**src/iotmd_params.svh**
```systemverilog
`ifndef IOTMD_PARAMS_SVH
`define IOTMD_PARAMS_SVH

// Register byte offsets.
`define IOTMD_OFS_INSTR 6'h00
`define IOTMD_OFS_STATUS 6'h04
`define IOTMD_OFS_PORTS 6'h08
`define IOTMD_OFS_TIMERS 6'h0c
`define IOTMD_OFS_MODE 6'h10
`define IOTMD_OFS_MEM_PTR 6'h14
`define IOTMD_OFS_MEM_DATA 6'h18

// Opcode prefixes, matched on the upper instruction bits.
`define IOTMD_PFX_RD_C 9'h096
`define IOTMD_PFX_RD_D 9'h097
`define IOTMD_PFX_MOV_WR 4'hf
`define IOTMD_PFX_MOV_IMM 5'h17
`define IOTMD_PFX_WR_A 9'h0b4
`define IOTMD_PFX_WR_B 9'h0b5
`define IOTMD_PFX_WR_C 9'h118
`define IOTMD_PFX_WR_D 9'h119
`define IOTMD_PFX_WR_E 8'h5c
`define IOTMD_PFX_WAKE_EN 11'h290
`define IOTMD_PFX_T0_IMM 8'h10
`define IOTMD_PFX_T0_LO 9'h028
`define IOTMD_PFX_T0_HI 9'h029
`define IOTMD_PFX_T1_IMM 8'h11

// Reset values and field positions.
`define IOTMD_RST_PC_DIR 4'hf
`define IOTMD_RST_PE_MODE 4'h0
`define IOTMD_PE_SERIAL_BIT 1
`define IOTMD_WR_BASE 7'h00
`endif

```
**src/iotmd_pkg.sv**
```systemverilog
package iotmd_pkg;
  typedef enum logic [3:0] {
    iotmd_op_none = 4'h0,
    iotmd_op_rd_c = 4'h1,
    iotmd_op_rd_d = 4'h2,
    iotmd_op_mov_wr = 4'h3,
    iotmd_op_mov_imm = 4'h4,
    iotmd_op_wr_a = 4'h5,
    iotmd_op_wr_b = 4'h6,
    iotmd_op_wr_c = 4'h7,
    iotmd_op_wr_d = 4'h8,
    iotmd_op_wr_e = 4'h9,
    iotmd_op_wake_en = 4'ha,
    iotmd_op_t0_imm = 4'hb,
    iotmd_op_t0_lo = 4'hc,
    iotmd_op_t0_hi = 4'hd,
    iotmd_op_t1_imm = 4'he
  } iotmd_op_type;
endpackage : iotmd_pkg

```
**src/iotmd_core.sv**
```systemverilog
// The implementer's own choices: the Avalon-MM slave port and the register addresses.
`timescale 1ns/100ps
`include "iotmd_params.svh"
module iotmd_core #(
  parameter int MEM_DEPTH = 128
) (
  input wire logic clk_sys,
  input wire logic rst_n,
  input wire logic [5:0] avs_address,
  input wire logic avs_read,
  input wire logic avs_write,
  input wire logic [31:0] avs_writedata,
  input wire logic [3:0] avs_byteenable,
  output logic [31:0] avs_readdata,
  output logic avs_waitrequest,
  input wire logic [3:0] port_c_pins,
  input wire logic [3:0] port_d_pins,
  input wire logic [3:0] serial_port_value,
  output logic [3:0] port_a_latch,
  output logic [3:0] port_b_latch,
  output logic [3:0] port_c_out,
  output logic [3:0] port_c_oe_n,
  output logic [3:0] port_d_latch,
  output logic [3:0] port_e_output,
  output logic [3:0] stop_wake_edge_mask,
  output logic stop_wake,
  output logic [7:0] timer0_init_load,
  output logic timer0_start,
  output logic [7:0] timer1_init_load,
  output logic timer1_start,
  output logic [3:0] alu_output_holder,
  output logic zero_flag
);

  ////////////////////////////////////////////////////////////////////////////
  // Register bus.

  logic waitrequest_q;
  logic [31:0] readdata_q;
  logic [31:0] rd_mux;

  wire bus_req = avs_read | avs_write;
  wire bus_take = bus_req & ~waitrequest_q;
  wire bus_wr = bus_take & avs_write;
  wire bus_rd_sample = avs_read & waitrequest_q;
  wire sel_instr = avs_address == `IOTMD_OFS_INSTR;
  wire sel_status = avs_address == `IOTMD_OFS_STATUS;
  wire sel_ports = avs_address == `IOTMD_OFS_PORTS;
  wire sel_timers = avs_address == `IOTMD_OFS_TIMERS;
  wire sel_mode = avs_address == `IOTMD_OFS_MODE;
  wire sel_mem_ptr = avs_address == `IOTMD_OFS_MEM_PTR;
  wire sel_mem_data = avs_address == `IOTMD_OFS_MEM_DATA;
  wire exec = bus_wr & sel_instr & (&avs_byteenable[1:0]);
  wire mode_wr = bus_wr & sel_mode & avs_byteenable[0];
  wire ptr_wr = bus_wr & sel_mem_ptr & avs_byteenable[0];

  // Each access waits one cycle, then completes; the idle level is high.
  wire waitrequest_d = ~(bus_req & waitrequest_q);

  always_ff @(posedge clk_sys or negedge rst_n)
  begin
    if (!rst_n)
    begin
      waitrequest_q <= 1'b1;
      readdata_q <= 32'h0000_0000;
    end
    else
    begin
      waitrequest_q <= waitrequest_d;
      if (bus_rd_sample)
        readdata_q <= rd_mux;
    end
  end

  assign avs_waitrequest = waitrequest_q;
  assign avs_readdata = readdata_q;

  ////////////////////////////////////////////////////////////////////////////
  // Instruction fields and decode.

  wire [15:0] instr = avs_writedata[15:0];
  wire [6:0] r_addr = instr[6:0];
  wire [3:0] w_slot = instr[10:7];
  wire [3:0] imm4 = instr[10:7];
  wire [7:0] imm8 = instr[7:0];
  wire [3:0] wake_imm = instr[3:0];
  wire [6:0] slot_addr = `IOTMD_WR_BASE | {3'h0, w_slot};

  iotmd_pkg::iotmd_op_type op;

  iotmd_op_decode u_dec (
    .valid(exec),
    .instr(instr),
    .op(op)
  );

  ////////////////////////////////////////////////////////////////////////////
  // Data memory.

  logic mem_we;
  logic [3:0] mem_wd;
  logic [3:0] r_data;
  logic [3:0] slot_data;
  logic [3:0] ptr_data;
  logic [6:0] mem_ptr_q;
  logic load_acc;
  logic [3:0] acc_src;

  iotmd_nibble_ram #(
    .DEPTH(MEM_DEPTH),
    .AW(7),
    .DW(4)
  ) u_ram (
    .clk_sys(clk_sys),
    .rst_n(rst_n),
    .wr_en(mem_we),
    .wr_addr(r_addr),
    .wr_data(mem_wd),
    .rd_a_addr(r_addr),
    .rd_a_data(r_data),
    .rd_b_addr(slot_addr),
    .rd_b_data(slot_data),
    .rd_c_addr(mem_ptr_q),
    .rd_c_data(ptr_data)
  );

  always_comb
  begin
    mem_we = 1'b0;
    mem_wd = 4'h0;
    load_acc = 1'b0;
    acc_src = 4'h0;
    unique case (op)
      iotmd_pkg::iotmd_op_rd_c:
      begin
        mem_we = 1'b1;
        mem_wd = port_c_pins;
        load_acc = 1'b1;
        acc_src = port_c_pins;
      end
      iotmd_pkg::iotmd_op_rd_d:
      begin
        mem_we = 1'b1;
        mem_wd = port_d_pins;
        load_acc = 1'b1;
        acc_src = port_d_pins;
      end
      iotmd_pkg::iotmd_op_mov_wr:
      begin
        mem_we = 1'b1;
        mem_wd = slot_data;
      end
      iotmd_pkg::iotmd_op_mov_imm:
      begin
        mem_we = 1'b1;
        mem_wd = imm4;
      end
      iotmd_pkg::iotmd_op_none, iotmd_pkg::iotmd_op_wr_a, iotmd_pkg::iotmd_op_wr_b,
      iotmd_pkg::iotmd_op_wr_c, iotmd_pkg::iotmd_op_wr_d, iotmd_pkg::iotmd_op_wr_e,
      iotmd_pkg::iotmd_op_wake_en, iotmd_pkg::iotmd_op_t0_imm, iotmd_pkg::iotmd_op_t0_lo,
      iotmd_pkg::iotmd_op_t0_hi, iotmd_pkg::iotmd_op_t1_imm:
      begin
        mem_we = 1'b0;
      end
      default:
      begin
        mem_we = 1'b0;
      end
    endcase
  end

  ////////////////////////////////////////////////////////////////////////////
  // Accumulator, ports, timers and modes.

  logic [3:0] acc_q;
  logic zf_q;
  logic [3:0] port_a_q, port_b_q, port_c_q, port_d_q, port_e_q;
  logic [3:0] pc_dir_q, pe_mode_q, pe_pin_q;
  logic [3:0] wake_mask_q, pc_prev_q;
  logic wake_q;
  logic [7:0] t0_load_q, t1_load_q;
  logic t0_start_q, t1_start_q;

  wire op_wr_a = op == iotmd_pkg::iotmd_op_wr_a;
  wire op_wr_b = op == iotmd_pkg::iotmd_op_wr_b;
  wire op_wr_c = op == iotmd_pkg::iotmd_op_wr_c;
  wire op_wr_d = op == iotmd_pkg::iotmd_op_wr_d;
  wire op_wr_e = op == iotmd_pkg::iotmd_op_wr_e;
  wire op_wake_en = op == iotmd_pkg::iotmd_op_wake_en;
  wire op_t0_imm = op == iotmd_pkg::iotmd_op_t0_imm;
  wire op_t0_lo = op == iotmd_pkg::iotmd_op_t0_lo;
  wire op_t0_hi = op == iotmd_pkg::iotmd_op_t0_hi;
  wire op_t1_imm = op == iotmd_pkg::iotmd_op_t1_imm;

  wire [3:0] acc_d = load_acc ? acc_src : acc_q;
  wire zf_d = load_acc ? (acc_src == 4'h0) : zf_q;
  wire [7:0] t0_load_d = op_t0_imm ? imm8 :
                         op_t0_lo ? {t0_load_q[7:4], r_data} :
                         op_t0_hi ? {r_data, t0_load_q[3:0]} :
                         t0_load_q;
  wire [7:0] t1_load_d = op_t1_imm ? imm8 : t1_load_q;
  wire [3:0] pe_pin_d = pe_mode_q[`IOTMD_PE_SERIAL_BIT] ? serial_port_value : port_e_q;
  wire [3:0] pc_fall = pc_prev_q & ~port_c_pins & wake_mask_q;

  always_ff @(posedge clk_sys or negedge rst_n)
  begin
    if (!rst_n)
    begin
      acc_q <= 4'h0;
      zf_q <= 1'b0;
      t0_load_q <= 8'h00;
      t1_load_q <= 8'h00;
      t0_start_q <= 1'b0;
      t1_start_q <= 1'b0;
    end
    else
    begin
      acc_q <= acc_d;
      zf_q <= zf_d;
      t0_load_q <= t0_load_d;
      t1_load_q <= t1_load_d;
      t0_start_q <= op_t0_imm;
      t1_start_q <= op_t1_imm;
    end
  end

  always_ff @(posedge clk_sys or negedge rst_n)
  begin
    if (!rst_n)
    begin
      port_a_q <= 4'h0;
      port_b_q <= 4'h0;
      port_c_q <= 4'h0;
      port_d_q <= 4'h0;
      port_e_q <= 4'h0;
    end
    else
    begin
      port_a_q <= op_wr_a ? r_data : port_a_q;
      port_b_q <= op_wr_b ? r_data : port_b_q;
      port_c_q <= op_wr_c ? r_data : port_c_q;
      port_d_q <= op_wr_d ? r_data : port_d_q;
      port_e_q <= op_wr_e ? r_data : port_e_q;
    end
  end

  always_ff @(posedge clk_sys or negedge rst_n)
  begin
    if (!rst_n)
    begin
      pc_dir_q <= `IOTMD_RST_PC_DIR;
      pe_mode_q <= `IOTMD_RST_PE_MODE;
      pe_pin_q <= 4'h0;
      mem_ptr_q <= 7'h00;
      wake_mask_q <= 4'h0;
      pc_prev_q <= 4'hf;
      wake_q <= 1'b0;
    end
    else
    begin
      pc_dir_q <= mode_wr ? avs_writedata[3:0] : pc_dir_q;
      pe_mode_q <= mode_wr ? avs_writedata[7:4] : pe_mode_q;
      pe_pin_q <= pe_pin_d;
      mem_ptr_q <= ptr_wr ? avs_writedata[6:0] : mem_ptr_q;
      wake_mask_q <= op_wake_en ? wake_imm : wake_mask_q;
      pc_prev_q <= port_c_pins;
      wake_q <= |pc_fall;
    end
  end

  // A pin whose direction bit is one is an input, so the driver stays off.
  assign port_c_oe_n = pc_dir_q;
  assign port_c_out = port_c_q;
  assign port_a_latch = port_a_q;
  assign port_b_latch = port_b_q;
  assign port_d_latch = port_d_q;
  assign port_e_output = pe_pin_q;
  assign stop_wake_edge_mask = wake_mask_q;
  assign stop_wake = wake_q;
  assign timer0_init_load = t0_load_q;
  assign timer0_start = t0_start_q;
  assign timer1_init_load = t1_load_q;
  assign timer1_start = t1_start_q;
  assign alu_output_holder = acc_q;
  assign zero_flag = zf_q;

  ////////////////////////////////////////////////////////////////////////////
  // Read data selection; unmapped offsets read as zero.

  assign rd_mux = sel_status ? {27'h0, zf_q, acc_q} :
                  sel_ports ? {4'h0, port_d_pins, port_c_pins, port_e_q, port_d_q,
                               port_c_q, port_b_q, port_a_q} :
                  sel_timers ? {12'h000, wake_mask_q, t1_load_q, t0_load_q} :
                  sel_mode ? {24'h00_0000, pe_mode_q, pc_dir_q} :
                  sel_mem_ptr ? {25'h000_0000, mem_ptr_q} :
                  sel_mem_data ? {28'h000_0000, ptr_data} :
                  32'h0000_0000;
endmodule : iotmd_core

```
**src/iotmd_op_decode.sv**
```systemverilog
`timescale 1ns/100ps
`include "iotmd_params.svh"
module iotmd_op_decode (
  input wire logic valid,
  input wire logic [15:0] instr,
  output iotmd_pkg::iotmd_op_type op
);
  wire m_rd_c = instr[15:7] == `IOTMD_PFX_RD_C;
  wire m_rd_d = instr[15:7] == `IOTMD_PFX_RD_D;
  wire m_mov_wr = instr[15:12] == `IOTMD_PFX_MOV_WR;
  wire m_mov_imm = instr[15:11] == `IOTMD_PFX_MOV_IMM;
  wire m_wr_a = instr[15:7] == `IOTMD_PFX_WR_A;
  wire m_wr_b = instr[15:7] == `IOTMD_PFX_WR_B;
  wire m_wr_c = instr[15:7] == `IOTMD_PFX_WR_C;
  wire m_wr_d = instr[15:7] == `IOTMD_PFX_WR_D;
  wire m_wr_e = instr[15:8] == `IOTMD_PFX_WR_E;
  wire m_wake_en = instr[15:5] == `IOTMD_PFX_WAKE_EN;
  wire m_t0_imm = instr[15:8] == `IOTMD_PFX_T0_IMM;
  wire m_t0_lo = instr[15:7] == `IOTMD_PFX_T0_LO;
  wire m_t0_hi = instr[15:7] == `IOTMD_PFX_T0_HI;
  wire m_t1_imm = instr[15:8] == `IOTMD_PFX_T1_IMM;

  // Prefixes never overlap, so the order of this chain carries no priority.
  assign op = !valid ? iotmd_pkg::iotmd_op_none :
              m_rd_c ? iotmd_pkg::iotmd_op_rd_c :
              m_rd_d ? iotmd_pkg::iotmd_op_rd_d :
              m_mov_wr ? iotmd_pkg::iotmd_op_mov_wr :
              m_mov_imm ? iotmd_pkg::iotmd_op_mov_imm :
              m_wr_a ? iotmd_pkg::iotmd_op_wr_a :
              m_wr_b ? iotmd_pkg::iotmd_op_wr_b :
              m_wr_c ? iotmd_pkg::iotmd_op_wr_c :
              m_wr_d ? iotmd_pkg::iotmd_op_wr_d :
              m_wr_e ? iotmd_pkg::iotmd_op_wr_e :
              m_wake_en ? iotmd_pkg::iotmd_op_wake_en :
              m_t0_imm ? iotmd_pkg::iotmd_op_t0_imm :
              m_t0_lo ? iotmd_pkg::iotmd_op_t0_lo :
              m_t0_hi ? iotmd_pkg::iotmd_op_t0_hi :
              m_t1_imm ? iotmd_pkg::iotmd_op_t1_imm :
              iotmd_pkg::iotmd_op_none;
endmodule : iotmd_op_decode

```
**src/iotmd_nibble_ram.sv**
```systemverilog
`timescale 1ns/100ps
module iotmd_nibble_ram #(
  parameter int DEPTH = 128,
  parameter int AW = 7,
  parameter int DW = 4
) (
  input wire logic clk_sys,
  input wire logic rst_n,
  input wire logic wr_en,
  input wire logic [AW-1:0] wr_addr,
  input wire logic [DW-1:0] wr_data,
  input wire logic [AW-1:0] rd_a_addr,
  output logic [DW-1:0] rd_a_data,
  input wire logic [AW-1:0] rd_b_addr,
  output logic [DW-1:0] rd_b_data,
  input wire logic [AW-1:0] rd_c_addr,
  output logic [DW-1:0] rd_c_data
);
  if (DEPTH < 16 || DEPTH > (1 << AW))
  begin : g_bad_depth
    $error("DEPTH must hold the working slots and fit the address.");
  end

  logic [DW-1:0] mem_q [DEPTH];

  // Locations at or above DEPTH ignore writes and read as zero.
  always_ff @(posedge clk_sys or negedge rst_n)
  begin
    if (!rst_n)
    begin
      for (int i = 0; i < DEPTH; i++)
        mem_q[i] <= '0;
    end
    else if (wr_en && int'(wr_addr) < DEPTH)
      mem_q[wr_addr] <= wr_data;
  end

  assign rd_a_data = int'(rd_a_addr) < DEPTH ? mem_q[rd_a_addr] : '0;
  assign rd_b_data = int'(rd_b_addr) < DEPTH ? mem_q[rd_b_addr] : '0;
  assign rd_c_data = int'(rd_c_addr) < DEPTH ? mem_q[rd_c_addr] : '0;
endmodule : iotmd_nibble_ram

```
**config.mk**
```make
export PLATFORM = sky130hd
export DESIGN_NAME = iotmd_core
export DESIGN_NICKNAME = d
export VERILOG_FILES = /design/src/iotmd_pkg.sv /design/src/iotmd_core.sv /design/src/iotmd_op_decode.sv /design/src/iotmd_nibble_ram.sv
export VERILOG_INCLUDE_DIRS = /design/src
export SDC_FILE = /design/constraint.sdc
export NUM_CORES = 1
export LEC_CHECK = 0
export BUFFER_PORTS_ARGS = -buffer_cell sky130_fd_sc_hd__buf_2
export CAP_MARGIN = 20
export CORE_AREA = 10 10 289 291
export DETAILED_ROUTE_END_ITERATION = 7
export DIE_AREA = 0 0 299 301
export SYNTH_ARGS = -nofsm -noshare
export SYNTH_HDL_FRONTEND = slang
export SYNTH_SLANG_ARGS = --single-unit
```
**constraint.sdc**
```tcl
create_clock -name clk_sys -period 3.75 [get_ports clk_sys]
set_clock_uncertainty 0.1 [all_clocks]
set_input_delay 0.375 -clock clk_sys [delete_from_list [all_inputs] [get_ports clk_sys]]
set_output_delay 0.375 -clock clk_sys [all_outputs]
set_load 0.05 [all_outputs]
```
==> impl_metrics.toml, run 1 <==
[status]
status = "complete, no violations"

[detailed_routing]
route.detailed.drc = 0
antenna_left = 0
drt_iter0_drc = 2853
dr.pass1.iters = 7
totalWireLength_um = 119000
vias = 25100
avgViaCountPerCell = 6.56
wl_per_cell_um = 31.0

[logic_synthesis]
synthCells = 2557
synth-edff-count = 0
syn_area_mm2 = 0.0347
synth.distinct_cells = 82
yosysTopAreaCell = "dfrtp_1"
yosys_most_used_dff = "dfrtp_1"
ys_ff_latch = 612
yosysWarnings = 0
yosysSeqAreaShare_pct = 44.1
async_reset_ff_share_pct = 100
postSynthAreaPerCell_um2 = 13.6
yosys.area.top_type_share_pct = 43.5
ys_top_cells_by_area = "dfrtp_1 (43%), mux2_2 (14%), mux4_2 (12%)"

[setup_path]
critical_path_class = "register to register"
critPathSlowestCell = "or4_1"
max_stage_delay_ns = 0.59
path_max_fanout = 7
crit_chain = "mux2_2 -> a22oi_1 -> a31oi_1 -> buf_4 -> or4_1 -> nor4b_1 -> buf_4 -> o2111ai_1 -> buf_4 -> a22oi_1 -> a21oi_1"
cp.arrival_ns = 3.91
crit_required_ns = 4.13
path_common_cell = "buf_4"
cp-start-kind = "register"
worstSetupEndpointType = "register"

[placement]
finalWeightedCongestion = 0.933
io_buffers = 120
dpl.cell_count = 3688
post_dp_cell_area_mm2 = 0.0375
hpwl_um = 83100

[final_layout]
multi_input_area_mm2 = 0.0182
drive_gt1_share_pct = 44.0
nFillCells = 6519
antennaDiodeCount = 0
seq_area_mm2 = 0.0153
fin_area_mm2 = 0.0401
final_util_pct = 51.8
syn_to_final_growth_pct = 15.5
nets = 2792
layoutNonFillerInstCount = 3826

[timing]
hold_violations = 0
setup_violations = 0
maxSlewHeadroom_pct = 29.2
fin_crit_sh_pct = 94.1
rsz0062_at_grt = "false"
worst_pin_slew_ns = 1.06
max_freq_ghz = 0.283
drv_slew = 0
whs_ns = 0.160
finalCriticalPeriod_ns = 3.53

[power]
finalPower_mw = 15.1
leakage_nw = 18.9
irDropWorstVdd_v = 0.000293
powerDensity_mw_per_mm2 = 376

[die]
start_util_pct = 44.9
die_h_um = 301
ios = 143
rows = 102
core_mm2 = 0.0773
die_w_um = 299
dieArea_mm2 = 0.0900

[clock_tree]
post-cts-setup-buffers = 0
clkTransAtPathRegs_ns = 0.06
cts_sinks = 612
cts_tree = "built"
cts_made_buffers = 69
clk_path_buf_depth = 3
cts_max_level = 3
clk_latency_ns = 0.63
postCtsHoldBufs = 15
ctsResizeCount = 0
clockRootBuffer = "clkbuf_16"

[global_route]
grt.total_usage_pct = 26.1
grt_pass1_wl_um = 178000
grt_max_degree = 129
grt_overflow_total = 0
grt_pass1_vias = 26000
antenna_found_initial = 2

[run]
cap_violations = 0

[worst_hold_path]
hp-class = "input port to register"
-- path summary, 6_finish.rpt --
kind | startpoint | endpoint | slack (ns) | cells past startpoint
min in group asynchronous | rst_n | u_ram.mem_q[403] | 0.34 | 2
hold / removal | avs_address[3] | avs_readdata[3] | 0.16 | 4
hold reg to reg | avs_readdata[17] | avs_readdata[17] | 0.38 | 2
setup reg to reg | u_ram.mem_q[69] | timer0_init_load[5] | 0.22 | 11
max in group asynchronous | rst_n | u_ram.mem_q[4] | 2.20 | 3
setup / recovery | u_ram.mem_q[69] | timer0_init_load[5] | 0.22 | 11
-- critical path, delay by kind of cell (launching register included) --
| family | cells | cell delay (ns) |
|---|---|---|
| and+or+nand+nor | 2 | 1.06 |
| muxes | 1 | 0.29 |
| buffers and inverters | 3 | 0.68 |
| DFF | 1 | 0.40 |
| AOI/OAI and AO/OA | 5 | 0.85 |
-- report_power, final --
part | leakage [nW] | total [mW] | internal [mW] | switching, mW
sequential | 8.51 | 6.67 | 6.63 | 0.0392
clock | 1.17 | 7.24 | 4.30 | 2.94
combinational | 9.17 | 1.16 | 0.337 | 0.821
-- stage by stage --
stage | setup slack [ns] | setup TNS [ns]
2_1_floorplan | 0.583 | 0
3_3_place_gp | -0.126 | -0.656
4_1_cts | 0.252 | 0
5_1_grt | 0.106 | 0
3_5_place_dp | -0.158 | -0.914
6_report | 0.221 | 0
-- metal layers --
metal	vias up	track usage, %	routed length, µm
met1	13200	34.0	47600
li1	10400	-	-
met3	303	5.14	9110
met2	1287	41.8	55900
met5	-	0	23
met4	4	11.7	5930
-- layout make-up --
type	instances	area share, %
multi-input cells	1707	45.5
flip-flops and latches	612	38.2
repair buffers	334	6.89
clock buffers	89	4.82
well taps	1040	3.25
clock inverters	34	1.18
inverters	10	0.0936
-- cells by family after synthesis --
group	synth area share, %
buffers and inverters	3.52
xor gates and xnor gates	0.0252
AOI/OAI and AO/OA	8.92
and+or+nand+nor	10.8
DFF	44.1
other	0.0108
muxes	32.6
-- placed cells by master, fill, tap and decap left out, types with 7 or more instances in the layout --
master and count:
nand2b_1 12, nand2_1 114, nor3_1 10, clkbuf_8 13, o21ai_0 38, a22oi_1 142, dfstp_2 9, a41oi_1 19
mux4_2 183, a221oi_1 30, clkbuf_16 69, a21oi_1 56, clkinv_2 12, nor2_1 43, o31ai_1 13, a31oi_1 16
mux2_1 155, nor3_4 122, nand3_1 33, o211ai_1 16, inv_1 8, clkbuf_1 7, nor2b_1 29, a22o_1 11
o22ai_1 14, and3_1 8, a21o_1 8, buf_12 40, buf_4 162, nor3_2 13, dfrtp_1 600, mux2i_1 61
o221ai_1 8, mux2_2 430, bufinv_16 9, buf_2 116, dlygate4sd3_1 15
-- sequential cells by signal, summed over array words and instances, names as in the netlist, 7 cells and up --
| register | cells |
|---|---|
| u_ram.mem_q | 512 |
| avs_readdata | 28 |
| timer1_init_load | 8 |
| timer0_init_load | 8 |
| mem_ptr_q | 7 |
-- cells in the mapped netlist, drive strengths merged (9+ instances only) --
master and number:
and3 9, o31ai 13, a22oi 142, mux2 585, a221oi 30, o211ai 16
a41oi 19, nor2 46, a21oi 56, buf 105, nor3 145, nor2b 29
o21ai 38, nand3 34, nand2b 12, a22o 11, mux4 183, dfstp 9
mux2i 62, o22ai 14, a31oi 16, clkbuf 126, nor3b 9, nand2 115
dfrtp 603
(Power assumes the default switching activity.)
==> run 2, diff against run 1 <==
--- a/config.mk
+++ b/config.mk
@@ -11,6 +11,7 @@
 export CORE_AREA = 10 10 289 291
 export DETAILED_ROUTE_END_ITERATION = 7
 export DIE_AREA = 0 0 299 301
+export MAX_ROUTING_LAYER = met4
 export SYNTH_ARGS = -nofsm -noshare
 export SYNTH_HDL_FRONTEND = slang
 export SYNTH_SLANG_ARGS = --single-unit
==> run 2 against run 1 <==
Against the previous run:
- power down 1.3%
- first-iteration DRC count is 0.32% higher
- non-clock buffer count down 4
- worst hold slack better by 0.0069 ns
- worst setup slack worse by 0.016 ns
- sequential power about the same
- register-to-register slack worse by 0.02 ns
- core utilization shrank 0.16 points
- cell count grew 0.16%
- flip-flop and latch count did not move
- via count rose by 0.55%
==> impl_metrics.toml, run 2 (synthesis gave the netlist of run 1 again) <==
[status]
status = "complete, no violations"

[setup_path]
critical_path_class = "register to register"
crit_required_ns = 4.12
max_stage_delay_ns = 0.58
path_max_fanout = 7
path_common_cell = "buf_4"
crit_chain = "mux2_2 -> a22oi_1 -> a31oi_1 -> buf_4 -> or4_1 -> nor4b_1 -> buf_4 -> o2111ai_1 -> buf_4 -> a22oi_1 -> a21oi_1"
cp_top_family = "simple AND/OR/NAND/NOR gates"
cp.arrival_ns = 3.92
worstSetupEndpointType = "register"
path_buf_inv = 3
critPathSlowestCell = "or4_1"
cp-start-kind = "register"

[global_route]
grt_pass1_vias = 25800
grt_max_degree = 129
antenna_found_initial = 3
grt_pass1_wl_um = 179000
grt_overflow_total = 0
grt.total_usage_pct = 27.1

[placement]
hpwl_um = 83400
dpl.cell_count = 3684
finalWeightedCongestion = 0.962
io_buffers = 120

[timing]
drv_slew = 0
fin_crit_sh_pct = 94.5
finalCriticalPeriod_ns = 3.55
maxSlewHeadroom_pct = 25.0
hold_violations = 0
worst_pin_slew_ns = 1.12
max_freq_ghz = 0.282
rsz0062_at_grt = "false"
setup_violations = 0

[clock_tree]
cts_max_level = 3
cts_sinks = 612
cts_made_buffers = 71
cts_tree = "built"
ctsResizeCount = 0
clkTransAtPathRegs_ns = 0.06
clk_path_buf_depth = 3
clk_latency_ns = 0.64
clockRootBuffer = "clkbuf_16"

[die]
rows = 102
die_h_um = 301
core_mm2 = 0.0773
start_util_pct = 44.9
dieArea_mm2 = 0.0900
die_w_um = 299
ios = 143

[run]
cap_violations = 0

[detailed_routing]
antenna_left = 0
avgViaCountPerCell = 6.59
drt_iter0_drc = 2862
vias = 25300
dr.pass1.iters = 8
totalWireLength_um = 120000
route.detailed.drc = 0
wl_per_cell_um = 31.4

[final_layout]
nets = 2790
final_util_pct = 51.7
nFillCells = 6557
regMostFlops = "u_ram.mem_q"
layoutNonFillerInstCount = 3832
largest_reg_flops = 512
layout_common_cells = "dfrtp_1 (600), mux2_2 (430), mux4_2 (183)"
layout_commonest_cell = "dfrtp_1"
drive_gt1_share_pct = 43.6
syn_to_final_growth_pct = 15.1

[power]
finalPower_mw = 14.9
irDropWorstVdd_v = 0.000279
powerDensity_mw_per_mm2 = 372
leakage_nw = 18.8

[worst_hold_path]
hp-class = "input port to register"
run 2: cell types whose count changed in the layout (fill, tap and decap cells not counted):
cell        change
clkbuf_1       +12
bufinv_16       -4
clkinvlp_4      -4
diode_2         +4
buf_12          -3
clkbuf_16       +2
clkinv_8        +2
inv_16          -2
buf_4           -1
run 2: power by group:
group / switching, mW / internal (mW) / total (mW)
sequential: 0.0378 / 6.63 / 6.67
combinational: 0.831 / 0.331 / 1.16
clock: 2.92 / 4.12 / 7.04
run 2: worst register-to-register path, cell delays in order, from the launching register on:
cell and delay [ns]:
dfrtp_1 0.40, mux2_2 0.30, a22oi_1 0.20, a31oi_1 0.27
buf_4 0.22, or4_1 0.58, nor4b_1 0.45, buf_4 0.20
o2111ai_1 0.13, buf_4 0.26, a22oi_1 0.19, a21oi_1 0.09
run 2: routing by layer:
metal	vias up	track usage, %	routed length, µm
met2	1351	42.4	56900
met4	0	11.4	5790
met5	-	-	0
li1	10400	-	-
met3	308	5.35	10000
met1	13200	34.3	47600
run 2: per-stage QoR:
step	worst slack, ns	TNS (ns)	area (µm²)	hold WS, ns
after floorplan	0.583	0	34700	-0.0206
after global placement	-0.206	-1.22	37500	0.360
after detailed placement	-0.231	-1.25	37500	0.365
after CTS	0.246	0	40000	0.138
after global routing	0.0939	0	40000	0.192
final	0.205	0	40000	0.167
run 2: path summary, 6_finish.rpt:
path / start / endpoint / slack, ns / depth (start not counted)
max reg2reg: u_ram.mem_q[69] / timer0_init_load[5] / 0.20 / 11
max in group asynchronous: rst_n / avs_waitrequest / 2.07 / 3
min reg2reg: avs_readdata[27] / avs_readdata[27] / 0.38 / 2
min in group asynchronous: rst_n / u_ram.mem_q[223] / 0.29 / 2
max: u_ram.mem_q[69] / timer0_init_load[5] / 0.20 / 11
min: avs_address[3] / avs_readdata[3] / 0.17 / 4
run 2: cell type report:
class / count / area [µm²] / area share, %
tap: 1040 / 1300 / 3.26
multi-input combinational: 1707 / 18200 / 45.7
inverter: 10 / 37.5 / 0.0939
sequential: 612 / 15300 / 38.4
antenna: 4 / 10.0 / 0.0250
clock buffer: 103 / 2030 / 5.07
timing repair buffer: 330 / 2700 / 6.74
clock inverter: 26 / 317 / 0.792
run 2: what timing repair did:
action	in CTS	in global routing
hold buffers	15	0
buffers inserted	0	0
hold endpoints to repair	101	0
